<file path="src/rtl/pmc_pkg.sv">
// constants and types for the power mode controller
package pmc_pkg;
    // register byte offsets
    localparam logic [7:0] OFS_CTRL = 8'h00;
    localparam logic [7:0] OFS_CLK  = 8'h04;
    localparam logic [7:0] OFS_SENS = 8'h08;
    localparam logic [7:0] OFS_STBY = 8'h0c;
    localparam logic [7:0] OFS_STAT = 8'h10;
    localparam logic [7:0] OFS_RETN = 8'h14;
    // control register fields
    localparam int CTRL_STBY_BIT  = 0;
    localparam int CTRL_SLEEP_BIT = 1;
    // clock register fields
    localparam int CLK_EXT_BIT    = 0;
    localparam int CLK_CPU_LSB    = 4;
    localparam int CLK_TRIM_LSB   = 8;
    localparam int CLK_SDIV_LSB   = 16;
    localparam int CLK_PDIV_LSB   = 20;
    // standby enable register fields
    localparam int STBY_RTC_BIT   = 0;
    localparam int STBY_ALARM_BIT = 1;
    localparam int STBY_WKC_BIT   = 2;
    localparam int STBY_MASK_LSB  = 4;
    // status register fields
    localparam int STAT_MODE_LSB  = 0;
    localparam int STAT_BOR_BIT   = 2;
    localparam int STAT_CAUSE_LSB = 8;
    // mode codes shown in status
    localparam logic [1:0] MODE_RUN_CODE   = 2'h0;
    localparam logic [1:0] MODE_STBY_CODE  = 2'h1;
    localparam logic [1:0] MODE_SLEEP_CODE = 2'h2;
    // reset values
    localparam logic [31:0] RST_CLK  = 32'h0011_8000;
    localparam logic [31:0] RST_SENS = 32'h0000_0000;
    localparam logic [31:0] RST_STBY = 32'h0000_0007;
    localparam logic [31:0] RST_RETN = 32'h0000_0000;
    // axi answers
    localparam logic [1:0] RESP_OKAY   = 2'h0;
    localparam logic [1:0] RESP_SLVERR = 2'h2;
    // timing
    localparam int CLK_MHZ          = 200;
    localparam int SUPPLY_SETTLE_NS = 2000;
    localparam int OSC_START_NS     = 5000;
    localparam int BOOT_RESET_NS    = 1000;
    localparam int SUPPLY_CYC = (SUPPLY_SETTLE_NS * CLK_MHZ + 999) / 1000;
    localparam int OSC_CYC    = (OSC_START_NS * CLK_MHZ + 999) / 1000;
    localparam int BOOT_CYC   = (BOOT_RESET_NS * CLK_MHZ + 999) / 1000;
    localparam int CNT_W      = 16;

    typedef enum logic [2:0] {
        ST_RUN, ST_STBY_ENTER, ST_STBY, ST_STBY_SUPPLY, ST_STBY_OSC,
        ST_SLEEP, ST_SLEEP_WAKE
    } pm_state_t;

    typedef struct packed {
        logic        awvalid;
        logic [7:0]  awaddr;
        logic        wvalid;
        logic [31:0] wdata;
        logic [3:0]  wstrb;
        logic        bready;
        logic        arvalid;
        logic [7:0]  araddr;
        logic        rready;
    } axi_req_t;

    typedef struct packed {
        logic        awready;
        logic        wready;
        logic        bvalid;
        logic [1:0]  bresp;
        logic        arready;
        logic        rvalid;
        logic [31:0] rdata;
        logic [1:0]  rresp;
    } axi_rsp_t;

    typedef struct packed {
        logic       core_supply_en;
        logic       core_supply_low;
        logic       cpu_halt;
        logic       sys_reset;
        logic       osc_en;
        logic       clk_src_ext;
        logic [3:0] cpu_div;
        logic [7:0] osc_trim;
        logic       supervisor_en;
        logic       rtc_en;
        logic       alarm_en;
        logic       wake_ctrl_en;
    } pwr_ctl_t;
endpackage

</file>
<file path="src/rtl/clk_div_tick.sv">
// divides the system clock into a one-cycle tick for a clock domain
`timescale 1ns/100ps
module clk_div_tick #(
    parameter int DIV_W = 4
) (
    // clock and reset
    input  wire logic             clk_in,
    input  wire logic             rst_b_in,
    // control
    input  wire logic             run_in,
    input  wire logic [DIV_W-1:0] div_in,
    // tick
    output logic                  tick_out
);
    typedef struct packed {
        logic [DIV_W-1:0] cnt;
        logic             tick;
    } div_state_t;

    div_state_t cur_ff;
    div_state_t nxt_st;

    generate
        if (DIV_W < 1 || DIV_W > 16) begin : g_bad
            $error("clk_div_tick: DIV_W out of range");
        end
    endgenerate

    // count up to the divisor and tick once per period
    always_comb begin
        nxt_st = cur_ff;
        nxt_st.tick = 1'b0;
        if (!run_in) begin
            nxt_st.cnt = '0;
        end else if (cur_ff.cnt >= div_in) begin
            nxt_st.cnt  = '0;
            nxt_st.tick = 1'b1;
        end else begin
            nxt_st.cnt = cur_ff.cnt + 1'b1;
        end
    end

    // state register
    always_ff @(posedge clk_in) begin
        if (!rst_b_in) begin
            cur_ff <= '0;
        end else begin
            cur_ff <= nxt_st;
        end
    end

    assign tick_out = cur_ff.tick;
endmodule // clk_div_tick

</file>
<file path="src/rtl/power_mode_controller.sv">
// run, standby and sleep sequencing with an axi4-lite register file
//
// Local design decisions: register access over AXI4-Lite and the placing of the registers.
`timescale 1ns/100ps
// Overview of operation
// - three modes only: run, standby with retention, sleep without execution
// - core supply regulator stays enabled throughout run mode
// - cpu clock picks internal oscillator or external source, 16 MHz max
// - software lowers clock by oscillator trim or clock divisors
// - dividers derive sensor and peripheral clocks from system clock
// - software enables each sensor interface component in run mode
// - from run, software requests only standby or sleep
// - entering standby halts the cpu while keeping its state
// - standby lowers core supply voltage instead of switching it off
// - all registers and sram are kept throughout standby
// - entering standby switches off all sensor components automatically
// - rtc, alarm and wake controller follow software enables in standby
// - entering standby stops the internal oscillator automatically
// - enabled alarm or any of four enabled wake events returns to run
// - standby wakes fast; sleep wake restarts the system
// - brown-out holds off code execution while supply is invalid
// - leaving sleep resets state and boots; retention register survives
// - power supervisor is off in sleep and standby
module power_mode_controller
    import pmc_pkg::*;
#(
    parameter int N_WAKE  = 4,
    parameter int N_SENSE = 8
) (
    // clock and reset
    input  wire logic                   CLK_SYS_IN,
    input  wire logic                   RST_B_IN,
    // register bus
    input  wire pmc_pkg::axi_req_t      AXI_REQ_IN,
    output pmc_pkg::axi_rsp_t           AXI_RSP_OUT,
    // wake sources and supervision
    input  wire logic                   RTC_ALARM_IN,
    input  wire logic [N_WAKE-1:0]      WAKE_EVT_IN,
    input  wire logic                   BROWNOUT_IN,
    // power and clock controls
    output pmc_pkg::pwr_ctl_t           PWR_CTL_OUT,
    output logic [N_SENSE-1:0]          SENSOR_EN_OUT,
    output logic                        SENSOR_CLK_TICK_OUT,
    output logic                        PERIPH_CLK_TICK_OUT
);
    import pmc_pkg::*;

    typedef struct packed {
        pm_state_t         state;
        logic [CNT_W-1:0]  cnt;
        logic [31:0]       clk_reg;
        logic [31:0]       sens_reg;
        logic [31:0]       stby_reg;
        logic [31:0]       retn_reg;
        logic [N_WAKE:0]   cause;
        logic [N_WAKE-1:0] wake_s1;
        logic [N_WAKE-1:0] wake_s2;
        logic              alarm_s1;
        logic              alarm_s2;
        logic              bor_s1;
        logic              bor_s2;
        logic              aw_v;
        logic [7:0]        aw_a;
        logic              w_v;
        logic [31:0]       w_d;
        logic [3:0]        w_s;
        axi_rsp_t          rsp;
        pwr_ctl_t          pwr;
        logic [N_SENSE-1:0] sens_en;
    } pmc_state_t;

    pmc_state_t cur_ff;
    pmc_state_t nxt_st;
    logic       div_run;

    generate
        if (N_WAKE != 4 || N_SENSE < 1 || N_SENSE > 32) begin : g_bad
            $error("power_mode_controller: unsupported parameters");
        end
    endgenerate

    // merge write data into a register under byte strobes
    function automatic logic [31:0] merge_strb(
        input logic [31:0] old_v,
        input logic [31:0] new_v,
        input logic [3:0]  strb
    );
        logic [31:0] res;
        res = old_v;
        for (int i = 0; i < 4; i++) begin
            if (strb[i]) begin
                res[i*8 +: 8] = new_v[i*8 +: 8];
            end
        end
        return res;
    endfunction

    // mode code shown to software for a sequencer state
    function automatic logic [1:0] mode_code(input pm_state_t st);
        logic [1:0] m;
        case (st)
            ST_RUN:        m = MODE_RUN_CODE;
            ST_SLEEP,
            ST_SLEEP_WAKE: m = MODE_SLEEP_CODE;
            default:       m = MODE_STBY_CODE;
        endcase
        return m;
    endfunction

    // true for an offset the register file decodes
    function automatic logic is_mapped(input logic [7:0] a);
        return a == OFS_CTRL || a == OFS_CLK || a == OFS_SENS ||
               a == OFS_STBY || a == OFS_STAT || a == OFS_RETN;
    endfunction

    // next-state logic: bus slave, sequencer and outputs
    always_comb begin
        logic [N_WAKE:0] hit;
        logic            wake;
        logic            do_wr;
        logic [31:0]     rd;
        logic [31:0]     stat;
        hit   = '0;
        wake  = 1'b0;
        do_wr = 1'b0;
        rd    = '0;
        stat  = '0;
        nxt_st = cur_ff;

        // two-flop synchronisers for pin inputs
        nxt_st.wake_s1  = WAKE_EVT_IN;
        nxt_st.wake_s2  = cur_ff.wake_s1;
        nxt_st.alarm_s1 = RTC_ALARM_IN;
        nxt_st.alarm_s2 = cur_ff.alarm_s1;
        nxt_st.bor_s1   = BROWNOUT_IN;
        nxt_st.bor_s2   = cur_ff.bor_s1;

        // qualified wake sources
        if (cur_ff.stby_reg[STBY_WKC_BIT]) begin
            hit[N_WAKE-1:0] = cur_ff.wake_s2 &
                cur_ff.stby_reg[STBY_MASK_LSB +: N_WAKE];
        end
        hit[N_WAKE] = cur_ff.alarm_s2 & cur_ff.stby_reg[STBY_RTC_BIT] &
                      cur_ff.stby_reg[STBY_ALARM_BIT];
        wake = |hit;

        // write address and data are held in either order
        if (AXI_REQ_IN.awvalid && cur_ff.rsp.awready) begin
            nxt_st.aw_v = 1'b1;
            nxt_st.aw_a = AXI_REQ_IN.awaddr;
        end
        if (AXI_REQ_IN.wvalid && cur_ff.rsp.wready) begin
            nxt_st.w_v = 1'b1;
            nxt_st.w_d = AXI_REQ_IN.wdata;
            nxt_st.w_s = AXI_REQ_IN.wstrb;
        end
        if (cur_ff.rsp.bvalid && AXI_REQ_IN.bready) begin
            nxt_st.rsp.bvalid = 1'b0;
        end
        do_wr = cur_ff.aw_v && cur_ff.w_v && !cur_ff.rsp.bvalid;
        if (do_wr) begin
            nxt_st.aw_v       = 1'b0;
            nxt_st.w_v        = 1'b0;
            nxt_st.rsp.bvalid = 1'b1;
            nxt_st.rsp.bresp  = is_mapped(cur_ff.aw_a) ? RESP_OKAY
                                                       : RESP_SLVERR;
            case (cur_ff.aw_a)
                OFS_CLK: begin
                    nxt_st.clk_reg = merge_strb(cur_ff.clk_reg,
                        cur_ff.w_d, cur_ff.w_s);
                end
                OFS_SENS: begin
                    nxt_st.sens_reg = merge_strb(cur_ff.sens_reg,
                        cur_ff.w_d, cur_ff.w_s);
                end
                OFS_STBY: begin
                    nxt_st.stby_reg = merge_strb(cur_ff.stby_reg,
                        cur_ff.w_d, cur_ff.w_s);
                end
                OFS_RETN: begin
                    nxt_st.retn_reg = merge_strb(cur_ff.retn_reg,
                        cur_ff.w_d, cur_ff.w_s);
                end
                OFS_STAT: begin
                    // write one clears a wake cause bit
                    if (cur_ff.w_s[1]) begin
                        nxt_st.cause = cur_ff.cause &
                            ~cur_ff.w_d[STAT_CAUSE_LSB +: N_WAKE+1];
                    end
                end
                default: begin
                end
            endcase
        end

        // mode requests are taken only in run mode
        if (do_wr && cur_ff.aw_a == OFS_CTRL && cur_ff.w_s[0] &&
            cur_ff.state == ST_RUN) begin
            if (cur_ff.w_d[CTRL_STBY_BIT]) begin
                nxt_st.state = ST_STBY_ENTER;
            end else if (cur_ff.w_d[CTRL_SLEEP_BIT]) begin
                nxt_st.state = ST_SLEEP;
            end
        end

        // read channel
        stat[STAT_MODE_LSB +: 2] = mode_code(cur_ff.state);
        stat[STAT_BOR_BIT] = cur_ff.bor_s2;
        stat[STAT_CAUSE_LSB +: N_WAKE+1] = cur_ff.cause;
        case (AXI_REQ_IN.araddr)
            OFS_CLK:  rd = cur_ff.clk_reg;
            OFS_SENS: rd = cur_ff.sens_reg;
            OFS_STBY: rd = cur_ff.stby_reg;
            OFS_STAT: rd = stat;
            OFS_RETN: rd = cur_ff.retn_reg;
            default:  rd = '0;
        endcase
        if (cur_ff.rsp.rvalid && AXI_REQ_IN.rready) begin
            nxt_st.rsp.rvalid = 1'b0;
        end
        if (AXI_REQ_IN.arvalid && cur_ff.rsp.arready) begin
            nxt_st.rsp.rvalid = 1'b1;
            nxt_st.rsp.rdata  = rd;
            nxt_st.rsp.rresp  = is_mapped(AXI_REQ_IN.araddr) ? RESP_OKAY
                                                             : RESP_SLVERR;
        end

        // mode sequencer
        if (cur_ff.cnt != '0) begin
            nxt_st.cnt = cur_ff.cnt - 1'b1;
        end
        case (cur_ff.state)
            ST_RUN: begin
            end
            ST_STBY_ENTER: begin
                // cpu already paused; now drop the supply and clocks
                nxt_st.state = ST_STBY;
            end
            ST_STBY: begin
                if (wake) begin
                    nxt_st.state = ST_STBY_SUPPLY;
                    nxt_st.cnt   = CNT_W'(SUPPLY_CYC);
                end
            end
            ST_STBY_SUPPLY: begin
                if (cur_ff.cnt == '0) begin
                    nxt_st.state = ST_STBY_OSC;
                    nxt_st.cnt   = CNT_W'(OSC_CYC);
                end
            end
            ST_STBY_OSC: begin
                if (cur_ff.cnt == '0) begin
                    nxt_st.state = ST_RUN;
                end
            end
            ST_SLEEP: begin
                if (wake) begin
                    nxt_st.state = ST_SLEEP_WAKE;
                    nxt_st.cnt   = CNT_W'(SUPPLY_CYC + OSC_CYC + BOOT_CYC);
                end
            end
            ST_SLEEP_WAKE: begin
                if (cur_ff.cnt == '0) begin
                    // system state restarts; retention register kept
                    nxt_st.state    = ST_RUN;
                    nxt_st.clk_reg  = RST_CLK;
                    nxt_st.sens_reg = RST_SENS;
                    nxt_st.stby_reg = RST_STBY;
                    nxt_st.aw_v     = 1'b0;
                    nxt_st.w_v      = 1'b0;
                end
            end
            default: begin
                nxt_st.state = ST_RUN;
            end
        endcase

        // wake causes are sticky; a new cause wins over a clear
        if (wake && (cur_ff.state == ST_STBY ||
                     cur_ff.state == ST_SLEEP)) begin
            nxt_st.cause = nxt_st.cause | hit;
        end

        // power controls follow the next state
        nxt_st.pwr.core_supply_en = nxt_st.state != ST_SLEEP;
        nxt_st.pwr.core_supply_low = nxt_st.state == ST_STBY;
        nxt_st.pwr.osc_en = !(nxt_st.state == ST_STBY ||
                              nxt_st.state == ST_STBY_SUPPLY ||
                              nxt_st.state == ST_SLEEP);
        nxt_st.pwr.cpu_halt = nxt_st.state != ST_RUN ||
                              cur_ff.bor_s2;
        nxt_st.pwr.sys_reset = nxt_st.state == ST_SLEEP ||
                               nxt_st.state == ST_SLEEP_WAKE;
        nxt_st.pwr.supervisor_en = !(nxt_st.state == ST_STBY ||
                                     nxt_st.state == ST_SLEEP);
        nxt_st.pwr.clk_src_ext = nxt_st.clk_reg[CLK_EXT_BIT];
        nxt_st.pwr.cpu_div  = nxt_st.clk_reg[CLK_CPU_LSB +: 4];
        nxt_st.pwr.osc_trim = nxt_st.clk_reg[CLK_TRIM_LSB +: 8];
        nxt_st.pwr.rtc_en   = nxt_st.stby_reg[STBY_RTC_BIT];
        nxt_st.pwr.alarm_en = nxt_st.stby_reg[STBY_ALARM_BIT];
        nxt_st.pwr.wake_ctrl_en = nxt_st.stby_reg[STBY_WKC_BIT];
        if (nxt_st.state == ST_RUN) begin
            nxt_st.sens_en = nxt_st.sens_reg[N_SENSE-1:0];
        end else begin
            nxt_st.sens_en = '0;
        end

        // bus readiness for the next cycle
        nxt_st.rsp.awready = !nxt_st.aw_v && !nxt_st.rsp.bvalid;
        nxt_st.rsp.wready  = !nxt_st.w_v && !nxt_st.rsp.bvalid;
        nxt_st.rsp.arready = !nxt_st.rsp.rvalid;
    end

    // state register
    always_ff @(posedge CLK_SYS_IN) begin
        if (!RST_B_IN) begin
            cur_ff          <= '0;
            cur_ff.state    <= ST_RUN;
            cur_ff.clk_reg  <= RST_CLK;
            cur_ff.sens_reg <= RST_SENS;
            cur_ff.stby_reg <= RST_STBY;
            cur_ff.retn_reg <= RST_RETN;
            cur_ff.pwr.core_supply_en <= 1'b1;
            cur_ff.pwr.osc_en         <= 1'b1;
            cur_ff.pwr.supervisor_en  <= 1'b1;
            cur_ff.pwr.osc_trim <= RST_CLK[CLK_TRIM_LSB +: 8];
            cur_ff.pwr.cpu_div  <= RST_CLK[CLK_CPU_LSB +: 4];
            cur_ff.pwr.rtc_en   <= RST_STBY[STBY_RTC_BIT];
            cur_ff.pwr.alarm_en <= RST_STBY[STBY_ALARM_BIT];
            cur_ff.pwr.wake_ctrl_en <= RST_STBY[STBY_WKC_BIT];
            cur_ff.rsp.awready <= 1'b1;
            cur_ff.rsp.wready  <= 1'b1;
            cur_ff.rsp.arready <= 1'b1;
        end else begin
            cur_ff <= nxt_st;
        end
    end

    // derived clocks only run while the oscillator is up
    assign div_run = cur_ff.pwr.osc_en && !cur_ff.pwr.sys_reset;

    // sensor interface clock tick
    clk_div_tick #(
        .DIV_W (4)
    ) u_sens_div (
        .clk_in   (CLK_SYS_IN),
        .rst_b_in (RST_B_IN),
        .run_in   (div_run),
        .div_in   (cur_ff.clk_reg[CLK_SDIV_LSB +: 4]),
        .tick_out (SENSOR_CLK_TICK_OUT)
    );

    // peripheral clock tick
    clk_div_tick #(
        .DIV_W (4)
    ) u_peri_div (
        .clk_in   (CLK_SYS_IN),
        .rst_b_in (RST_B_IN),
        .run_in   (div_run),
        .div_in   (cur_ff.clk_reg[CLK_PDIV_LSB +: 4]),
        .tick_out (PERIPH_CLK_TICK_OUT)
    );

    // outputs straight from the state register
    assign AXI_RSP_OUT   = cur_ff.rsp;
    assign PWR_CTL_OUT   = cur_ff.pwr;
    assign SENSOR_EN_OUT = cur_ff.sens_en;
endmodule // power_mode_controller

</file>
<file path="config.mk">
export PLATFORM = sky130hd
export DESIGN_NAME = power_mode_controller
export DESIGN_NICKNAME = d
export VERILOG_FILES = /design/src/rtl/pmc_pkg.sv /design/src/rtl/clk_div_tick.sv /design/src/rtl/power_mode_controller.sv
export SDC_FILE = /design/constraint.sdc
export NUM_CORES = 1
export LEC_CHECK = 0
export ABC_AREA = 1
export BUFFER_PORTS_ARGS = -buffer_cell sky130_fd_sc_hd__buf_4
export CORE_MARGIN = 3
export CORE_UTILIZATION = 30
export DETAILED_ROUTE_END_ITERATION = 8
export SYNTH_ARGS = -nofsm -noshare
export SYNTH_HDL_FRONTEND = slang
export SYNTH_HIERARCHICAL = 1
export SYNTH_SLANG_ARGS = --single-unit
</file>
<file path="constraint.sdc">
create_clock -name CLK_SYS_IN -period 2.1 [get_ports CLK_SYS_IN]
set_clock_uncertainty 0.15 [all_clocks]
set_input_delay 0.21 -clock CLK_SYS_IN [delete_from_list [all_inputs] [get_ports CLK_SYS_IN]]
set_output_delay 0.21 -clock CLK_SYS_IN [all_outputs]
set_load 0.05 [all_outputs]
</file>
==> flow_summary.json, run 1 <==
{
  "run_status": "finished clean",
  "relSlewSlack": 0.6072,
  "synth_top_family_by_area": "simple AND/OR/NAND/NOR gates",
  "dr.pass1.iters": 5,
  "htreeDepth": 1,
  "netlist_instances": 1529,
  "synth_xor_area_frac": 0.008764,
  "clockRootBuffer": "clkbuf_16",
  "grt_overflow": 0,
  "via_per_inst": 4.716,
  "clk_pin_slew_ns": 0.06,
  "drive_gt1_frac": 0.1987,
  "vias": 10465,
  "syn_to_final_growth_pct": 25.99,
  "place_hpwl_um": 25510,
  "synthMuxAreaShare": 0,
  "setup_ws_ns": 0.1092,
  "netSwitchingFraction": 0.2870,
  "ant_nets": 0,
  "drv_cap": 0,
  "max-clock-path-buffers": 3,
  "pwr-share-clk": 0.407,
  "worstSkewPairLatency_ns": 0.55,
  "grt_usage": 0.1643,
  "fp.dieW_um": 205.9,
  "highest_layer": "met4",
  "internal_power_w": 0.009918,
  "io_buffers": 135,
  "die_h_um": 205.9,
  "post-place-ws_ns": 0.1185,
  "synth_seq_cells": 273,
  "die_area_um2": 42410,
  "fin_crit_ns": 1.991,
  "final_common_cell": "nand2_1",
  "drt-initial-drc-count": 671,
  "ys_types": 51,
  "drt-met1-wl_um": 17020,
  "dr_wl_met3_um": 2394,
  "timing.fmax_mhz": 502.3,
  "nets": 1757,
  "power_frac_comb": 0.186,
  "finalWirelength_um": 36240,
  "holdPathStages": 3,
  "r2r-end": "SENSOR_EN_OUT[5]$_SDFF_PN0_",
  "p_switching_w": 0.003991,
  "avgSynthCellArea_um2": 7.844,
  "reg2reg_depth": 11,
  "numCtsBuffers": 30,
  "boundaryPins": 138,
  "hold_class": "in2reg",
  "syn_area_um2": 11990,
  "finish.utilization": 0.3865,
  "clkSinkCount": 273,
  "num_rows": 72,
  "timing.rr.start": "cur_ff[263]$_SDFF_PN0_",
  "cp-end-kind": "flip-flop",
  "critPathArrivalTime_ns": 2.32,
  "finalSetupTns_ns": 0,
  "n_antenna_cell": 0,
  "crit_fanout": 8,
  "tightestPinTransition_ns": 0.5830,
  "fillCellCount": 4035,
  "drc": 0,
  "r2r_slack_ns": 0.11,
  "fin_crit_sh": 0.9480,
  "grt_pass1_vias": 9857,
  "mostFrequentLayoutCells": "282 x nand2_1, 273 x dfxtp_1, 184 x buf_4",
  "yosysSeqAreaShare": 0.4557,
  "yosys.area_share.simple": 0.2281,
  "worst_ep_required_time_ns": 2.43,
  "wl_per_cell_um": 16.33,
  "initial_core_util": 0.3067,
  "grt_max_degree": 46,
  "synth_compound_area_frac": 0.1696,
  "worst_ir_drop_vdd_mv": 0.4939,
  "drv_slew": 0,
  "power_density_nw_per_um2": 920.5,
  "p_leak_nw": 6.226,
  "criticalPathCategory": "reg2reg",
  "min_to": "cur_ff[72]$_SDFFE_PN0P_",
  "grt_pass1_wl_um": 55570,
  "synthAdderAreaFrac": 0.01356,
  "seqPwrFrac": 0.408,
  "finalSetupViolCount": 0,
  "cts_tree": "built",
  "multiInputGateArea_um2": 5089,
  "hp-start": "AXI_REQ_IN[47]",
  "met2_length_um": 16130,
  "hold_viol": 0,
  "synth_warnings": 6,
  "power_w": 0.01391,
  "antenna_found_initial": 0,
  "fp.coreArea_um2": 39100,
  "start_kind": "flip-flop",
  "ff_latch_area_um2": 5465,
  "gp_routability_congestion": 0.8559
}
==> power groups by stage <==
stage          sequential, W  combinational (W)  clock, W
6_report             0.00567            0.00258   0.00565
5_1_grt              0.00571            0.00289   0.00597
3_5_place_dp         0.00578            0.00245         0
3_3_place_gp         0.00578            0.00244         0
4_1_cts              0.00567            0.00255   0.00578
2_1_floorplan        0.00580            0.00171         0
==> kinds of logic after synthesis <==
| family | Yosys count |
|---|---|
| xor gates and xnor gates | 12 |
| adders and majority gates | 13 |
| AOI/OAI and AO/OA | 341 |
| buffers and inverters | 289 |
| and+or+nand+nor | 600 |
| DFF | 273 |
| other | 1 |
==> cell type report <==
cell class                      instances  area share
Clock buffer                           43     0.06095
Clock inverter                         11     0.01068
Inverter                              147     0.03685
Multi-Input combinational cell        969      0.3368
Sequential cell                       273      0.3617
Tap cell                              518     0.04289
Timing Repair Buffer                  258      0.1501
==> worst max-delay path by stage <==
| stage | startpoint | end | slack, ns | cells past startpoint |
|---|---|---|---|---|
| floorplan | cur_ff[262]$_SDFF_PN0_ | PWR_CTL_OUT[19]$_SDFF_PN0_ | 0.32 | 13 |
| global route | cur_ff[168]$_SDFF_PN1_ | PWR_CTL_OUT[3]$_SDFF_PN1_ | -0.06 | 10 |
| CTS | AXI_RSP_OUT[39]$_SDFF_PN1_ | cur_ff[83]$_SDFFE_PN0P_ | 0.06 | 5 |
| finish | cur_ff[263]$_SDFF_PN0_ | SENSOR_EN_OUT[5]$_SDFF_PN0_ | 0.11 | 11 |
| detailed placement | AXI_REQ_IN[6] | AXI_RSP_OUT[9]$_SDFFE_PN0P_ | 0.12 | 11 |
| global placement | cur_ff[263]$_SDFF_PN0_ | SENSOR_EN_OUT[6]$_SDFF_PN0_ | 0.17 | 12 |
==> repair_timing <==
action,CTS,global route
setup buffers,0,7
hold buffers,59,0
gates resized for setup,0,8
hold endpoints to repair,63,0
endpoints found under the setup margin,0,45
==> flip-flops by register name (all words and copies together), names as in the netlist <==
name / flops
u_sens_div/cur_ff: 4
cur_ff: 210
PWR_CTL_OUT: 6
u_peri_div/tick_out: 1
u_sens_div/tick_out: 1
u_peri_div/cur_ff: 4
SENSOR_EN_OUT: 8
AXI_RSP_OUT: 39
==> synth_stat cells (all sizes together) <==
master / number / area share
o211a: 1 / 0.00083
nor4: 6 / 0.0049
a21oi: 149 / 0.064
clkinv: 2 / 0.00063
and2: 1 / 0.00052
o22ai: 4 / 0.0021
nor2: 182 / 0.069
a31oi: 3 / 0.0016
and3: 1 / 0.00052
inv: 145 / 0.046
o31ai: 5 / 0.0031
o21ai: 94 / 0.040
conb: 1 / 0.00031
clkbuf: 31 / 0.0097
nand3: 65 / 0.029
nor3: 20 / 0.011
o2111ai: 7 / 0.0051
o211ai: 4 / 0.0025
or2: 2 / 0.0010
a211oi: 66 / 0.045
nand3b: 1 / 0.00063
dfxtp: 273 / 0.46
buf: 111 / 0.068
nand4: 23 / 0.014
ha: 13 / 0.014
xor2: 8 / 0.0058
xnor2: 4 / 0.0029
nand2: 299 / 0.098
a22oi: 8 / 0.0050
==> per-stage QoR <==
step / cell area [µm²] / std cells / hold slack [ns]
6_report: 15110 / 2219 / 0.02557
5_1_grt: 15110 / 2219 / 0.04450
4_1_cts: 14960 / 2210 / 0.02724
3_5_place_dp: 13280 / 2097 / 0.2471
3_3_place_gp: 13280 / 2097 / 0.2489
2_1_floorplan: 12000 / 1530 / 0.1576
==> per-layer routing <==
metal | vias up | GRT usage
met2 | 309 | 0.2607
li1 | 5284 | -
met4 | 0 | 0.03758
met5 | - | 0
met1 | 4829 | 0.2359
met3 | 43 | 0.02441
==> critical path, cell delays in order (launching register included) <==
cell and delay [ns]:
dfxtp_1 0.32, inv_1 0.07, ha_1 0.16, nand2_1 0.07, nor2_2 0.15, nand2_4 0.12
o21ai_2 0.09, nand2_1 0.11, a21oi_4 0.24, buf_4 0.17, nand3_2 0.13, nor2_1 0.13
(Power assumes the default switching activity.)
==> run 2, diff against run 1 <==
--- a/config.mk
+++ b/config.mk
@@ -10,6 +10,7 @@
 export CORE_MARGIN = 3
 export CORE_UTILIZATION = 30
 export DETAILED_ROUTE_END_ITERATION = 8
+export MAX_ROUTING_LAYER = met4
 export SYNTH_ARGS = -nofsm -noshare
 export SYNTH_HDL_FRONTEND = slang
 export SYNTH_HIERARCHICAL = 1
==> run 2 against run 1 <==
Compared with the run above:
- first-iteration DRC count shrank 5.2%
- fmax grew 1.3%
- count of clock-buffer cells in the layout shrank 2
- utilization shrank 0.25 points
- die area is the same
- sequential power is essentially flat
- register-to-register slack gained 0.03 ns
- wire length grew 0.31%
- largest power group unchanged
- power shrank 0.71%
==> flow_summary.json, run 2 (synthesis results as in run 1) <==
{
  "endpoint": "cur_ff[190]$_SDFF_PN0_",
  "timing.rr.start": "cur_ff[263]$_SDFF_PN0_",
  "cts_tree": "built",
  "dr.pass1.iters": 5,
  "num_rows": 72,
  "power_density_nw_per_um2": 919.9,
  "wl_per_cell_um": 16.40,
  "start_kind": "flip-flop",
  "htreeDepth": 1,
  "hold_class": "in2reg",
  "cp-end-kind": "flip-flop",
  "clkSinkCount": 273,
  "worstSkewPairLatency_ns": 0.56,
  "mostFrequentLayoutCells": "282 x nand2_1, 272 x dfxtp_1, 184 x buf_4",
  "gp_routability_congestion": 0.8626,
  "tightestPinTransition_ns": 0.6808,
  "clockRootBuffer": "clkbuf_16",
  "r2r-end": "cur_ff[190]$_SDFF_PN0_",
  "antenna_found_initial": 0,
  "run_status": "finished clean",
  "ant_nets": 0,
  "regMostFlops": "cur_ff",
  "timing.hold.ws_ns": 0.01767,
  "place_area_um2": 13290,
  "post-place-ws_ns": 0.1077,
  "power_frac_comb": 0.187,
  "final_common_cell": "nand2_1",
  "grt_usage": 0.1722,
  "place_hpwl_um": 25550,
  "worst_ir_drop_vdd_mv": 0.6393,
  "relSlewSlack": 0.5446,
  "numCtsBuffers": 31,
  "critPathArrivalTime_ns": 2.29,
  "hold_viol": 0,
  "fin_crit_ns": 1.966,
  "grt_pass1_vias": 10054,
  "netSwitchingFraction": 0.2934,
  "io_buffers": 135,
  "nets": 1751,
  "n_antenna_cell": 0,
  "finalSetupViolCount": 0,
  "criticalPathCategory": "reg2reg",
  "max-clock-path-buffers": 3,
  "reg2reg_depth": 11,
  "clk_pin_slew_ns": 0.06,
  "die_area_um2": 42410,
  "crit_fanout": 19,
  "drv_cap": 0,
  "drv_slew": 0,
  "fp.coreArea_um2": 39100,
  "fp.dieW_um": 205.9,
  "grt_pass1_wl_um": 56500,
  "grt_overflow": 0,
  "via_per_inst": 4.726,
  "drive_gt1_frac": 0.2002,
  "vias": 10472,
  "grt_max_degree": 46,
  "syn_to_final_growth_pct": 25.18,
  "fin_crit_sh": 0.9360,
  "drt-initial-drc-count": 636,
  "setup_ws_ns": 0.1344,
  "drc": 0,
  "timing.fmax_mhz": 508.8,
  "pwr-share-clk": 0.402,
  "initial_core_util": 0.3067,
  "power_w": 0.01381,
  "die_h_um": 205.9,
  "internal_power_w": 0.009758,
  "final_area_um2": 15010,
  "p_leak_nw": 6.173,
  "p_switching_w": 0.004052,
  "r2r_slack_ns": 0.13,
  "seqPwrFrac": 0.410,
  "largest_reg_flops": 210,
  "finalSetupTns_ns": 0,
  "worst_ep_required_time_ns": 2.42,
  "boundaryPins": 138,
  "cp-startpoint": "cur_ff[263]$_SDFF_PN0_",
  "finalWirelength_um": 36350
}
[run 2: repair_timing]
action,CTS,global route
gates resized for setup,0,5
endpoints found under the hold margin,62,0
buffers inserted,0,5
endpoints found under the setup margin,0,23
hold buffers,54,0
[run 2: cell type report]
| type | instances | area, µm² |
|---|---|---|
| fillers | 4078 | 24080 |
| flip-flops and latches | 273 | 5466 |
| multi-input cells | 968 | 5069 |
| repair buffers | 252 | 2207 |
| clock buffers | 41 | 893.4 |
| well taps | 518 | 648.1 |
| inverters | 147 | 554.3 |
| clock inverters | 17 | 175.2 |
[run 2: critical path: stages (launching register included)]
cell       delay [ns]
dfxtp_1          0.35
inv_1            0.07
ha_1             0.20
nand2_1          0.08
nor2_2           0.05
nand2_4          0.13
inv_2            0.06
nand2_1          0.11
nand2_4          0.10
buf_4            0.17
clkbuf_16        0.18
a211oi_1         0.22
[run 2: how the worst min path moves through the flow]
stage	end	from	cells after the start	slack (ns)
after floorplan	cur_ff[118]$_SDFF_PN0_	BROWNOUT_IN	2	0.16
after global placement	cur_ff[118]$_SDFF_PN0_	BROWNOUT_IN	3	0.24
after detailed placement	cur_ff[125]$_SDFF_PN0_	WAKE_EVT_IN[0]	3	0.25
after CTS	cur_ff[112]$_SDFFE_PN0P_	AXI_REQ_IN[56]	3	0.006
after global routing	AXI_RSP_OUT[4]$_SDFFE_PN0P_	AXI_REQ_IN[3]	5	0.06
final	cur_ff[112]$_SDFFE_PN0P_	AXI_REQ_IN[56]	3	0.02
[run 2: power groups by stage]
stage               clock network [W]  logic [W]  registers (W)
floorplan                           0    0.00171        0.00580
global placement                    0    0.00245        0.00578
detailed placement                  0    0.00246        0.00578
CTS                           0.00568    0.00255        0.00567
global route                  0.00589    0.00291        0.00570
finish                        0.00555    0.00259        0.00567
[run 2: layer usage]
layer  wire length, µm  global-route usage
met1             16980              0.2345
met2             15970              0.2615
met3              2467             0.03213
met4               932             0.05042
met5                 0                   -
[run 2: metrics by stage]
step	utilization	std cells
4_1_cts	0.3811	2210
2_1_floorplan	-	1530
5_1_grt	0.3840	2216
3_5_place_dp	0.3400	2098
6_report	0.3840	2216
3_3_place_gp	0.3400	2098
==> run 3, diff against run 2 <==
==> constraint.sdc (replaced) <==
create_clock -name CLK_SYS_IN -period 2 [get_ports CLK_SYS_IN]
set_clock_uncertainty 0.15 [all_clocks]
set_input_delay 0.2 -clock CLK_SYS_IN [delete_from_list [all_inputs] [get_ports CLK_SYS_IN]]
set_output_delay 0.2 -clock CLK_SYS_IN [all_outputs]
set_load 0.05 [all_outputs]
==> run 3 against run 2 <==
Compared with the run above:
- fmax rose by 3.5%
- combinational power rose by 10%
- final area rose by 1.9%
- wire length rose by 0.23%
- sequential share of layout area fell by 0.65 points
- worst hold slack improved by 0.012 ns
- first-iteration DRC count rose by 18%
- critical path type unchanged
- critical endpoint is now SENSOR_EN_OUT[1]$_SDFF_PN0_
- largest cell class unchanged
==> flow_summary.json, run 3 (synthesis results as in run 1) <==
{
  "run_status": "finished clean",
  "grt_overflow": 0,
  "cp-startpoint": "cur_ff[269]$_SDFF_PN0_",
  "timing.rr.start": "cur_ff[269]$_SDFF_PN0_",
  "stdcell_count": 2239,
  "ant_nets": 0,
  "power_w": 0.01408,
  "n_antenna_cell": 0,
  "grt_pass1_wl_um": 55810,
  "wl_per_cell_um": 16.27,
  "finalSetupTns_ns": 0,
  "largest_reg_flops": 210,
  "worstSkewPairLatency_ns": 0.57,
  "reg2reg_depth": 10,
  "boundaryPins": 138,
  "finish.utilization": 0.3913,
  "rsz0062_at_grt": "true",
  "crit_fanout": 5,
  "num_rows": 72,
  "clkSinkCount": 273,
  "tightestPinTransition_ns": 0.5830,
  "r2r_slack_ns": 0.10,
  "worst_ir_drop_vdd_mv": 0.5866,
  "gp_routability_congestion": 0.8573,
  "die_h_um": 205.9,
  "power_density_nw_per_um2": 920.2,
  "relSlewSlack": 0.6072,
  "drive_gt1_frac": 0.2185,
  "fillCellCount": 3981,
  "finalWirelength_um": 36430,
  "cp-end-kind": "flip-flop",
  "fin_crit_sh": 0.9491,
  "dr_wl_met3_um": 2135,
  "drv_slew": 0,
  "fp.dieW_um": 205.9,
  "dr.pass1.iters": 6,
  "hold_viol": 0,
  "timing.fmax_mhz": 526.8,
  "worst_ep_required_time_ns": 2.35,
  "syn_to_final_growth_pct": 27.57,
  "finalSetupViolCount": 0,
  "clockRootBuffer": "clkbuf_16",
  "fin_crit_ns": 1.898,
  "place_inst": 2112,
  "timing.hold.ws_ns": 0.02940,
  "place_hpwl_um": 25770,
  "criticalPathCategory": "reg2reg",
  "drc": 0,
  "mostFrequentLayoutCells": "279 x nand2_1, 268 x dfxtp_1, 197 x buf_4",
  "critPathArrivalTime_ns": 2.24,
  "endpoint": "SENSOR_EN_OUT[1]$_SDFF_PN0_",
  "final_common_cell": "nand2_1",
  "fp.coreArea_um2": 39100,
  "grt_usage": 0.1700,
  "drv_cap": 0,
  "clk_pin_slew_ns": 0.06,
  "grt_max_degree": 45,
  "p_leak_nw": 6.281,
  "nets": 1776,
  "grt_pass1_vias": 10126,
  "antenna_found_initial": 0,
  "max-clock-path-buffers": 3,
  "hold_class": "in2reg",
  "highest_layer": "met4",
  "initial_core_util": 0.3067,
  "met2_length_um": 16470,
  "drt-initial-drc-count": 753,
  "r2r-end": "SENSOR_EN_OUT[1]$_SDFF_PN0_",
  "cts_tree": "built",
  "die_area_um2": 42410,
  "via_per_inst": 4.712,
  "htreeDepth": 1,
  "regMostFlops": "cur_ff",
  "drt-met1-wl_um": 17110,
  "numCtsBuffers": 30,
  "io_buffers": 135,
  "start_kind": "flip-flop",
  "vias": 10550
}
-- run 3: timing repair --
item,in CTS,in global routing
hold endpoints to repair,69,2
hold buffers,56,1
endpoints found under the setup margin,0,92
setup buffers,0,12
gates resized for setup,0,39
-- run 3: area by class of cell --
type	instances	area (µm²)	share of cell area
multi-input cells	970	5195	0.3395
clock inverters	8	58.81	0.003844
clock buffers	47	874.6	0.05716
well taps	518	648.1	0.04236
repair buffers	276	2495	0.1631
flip-flops and latches	273	5472	0.3576
inverters	147	556.8	0.03639
-- run 3: how the worst min path moves through the flow --
stage / from / endpoint / slack (ns) / depth (start not counted)
finish: AXI_REQ_IN[56] / cur_ff[112]$_SDFFE_PN0P_ / 0.03 / 3
global route: AXI_REQ_IN[56] / cur_ff[112]$_SDFFE_PN0P_ / 0.09 / 3
CTS: AXI_REQ_IN[56] / cur_ff[112]$_SDFFE_PN0P_ / 0.02 / 3
detailed placement: WAKE_EVT_IN[1] / cur_ff[126]$_SDFF_PN0_ / 0.24 / 3
global placement: BROWNOUT_IN / cur_ff[118]$_SDFF_PN0_ / 0.23 / 3
floorplan: BROWNOUT_IN / cur_ff[118]$_SDFF_PN0_ / 0.15 / 2
-- run 3: power by group --
part / switching (W) / internal, W
Combinational: 0.00177 / 0.00108
Clock: 0.00227 / 0.00300
Sequential: 0.000224 / 0.00574
Total: 0.00426 / 0.00982
-- run 3: worst max-delay path, stage by stage, from the launching register on --
cell,delay (ns)
dfxtp_1,0.34
nor2_1,0.18
nand2_2,0.10
nor2_4,0.12
nand2_4,0.10
o21ai_4,0.09
nand2_2,0.08
a21oi_4,0.21
buf_4,0.16
nand3_2,0.15
nor2_1,0.14
-- run 3: stage by stage --
stage / setup WS [ns] / instance area [µm²]
after floorplan: 0.2199 / 12000
after global placement: 0.06856 / 13500
after detailed placement: 0.03411 / 13500
after CTS: 0.02373 / 14990
after global routing: -0.01122 / 15300
final: 0.1017 / 15300
-- run 3: routing by layer --
metal | global-route usage | up-vias
li1 | - | 5321
met1 | 0.2326 | 4860
met2 | 0.2652 | 316
met3 | 0.02457 | 53
met4 | 0.04364 | 0
met5 | - | -
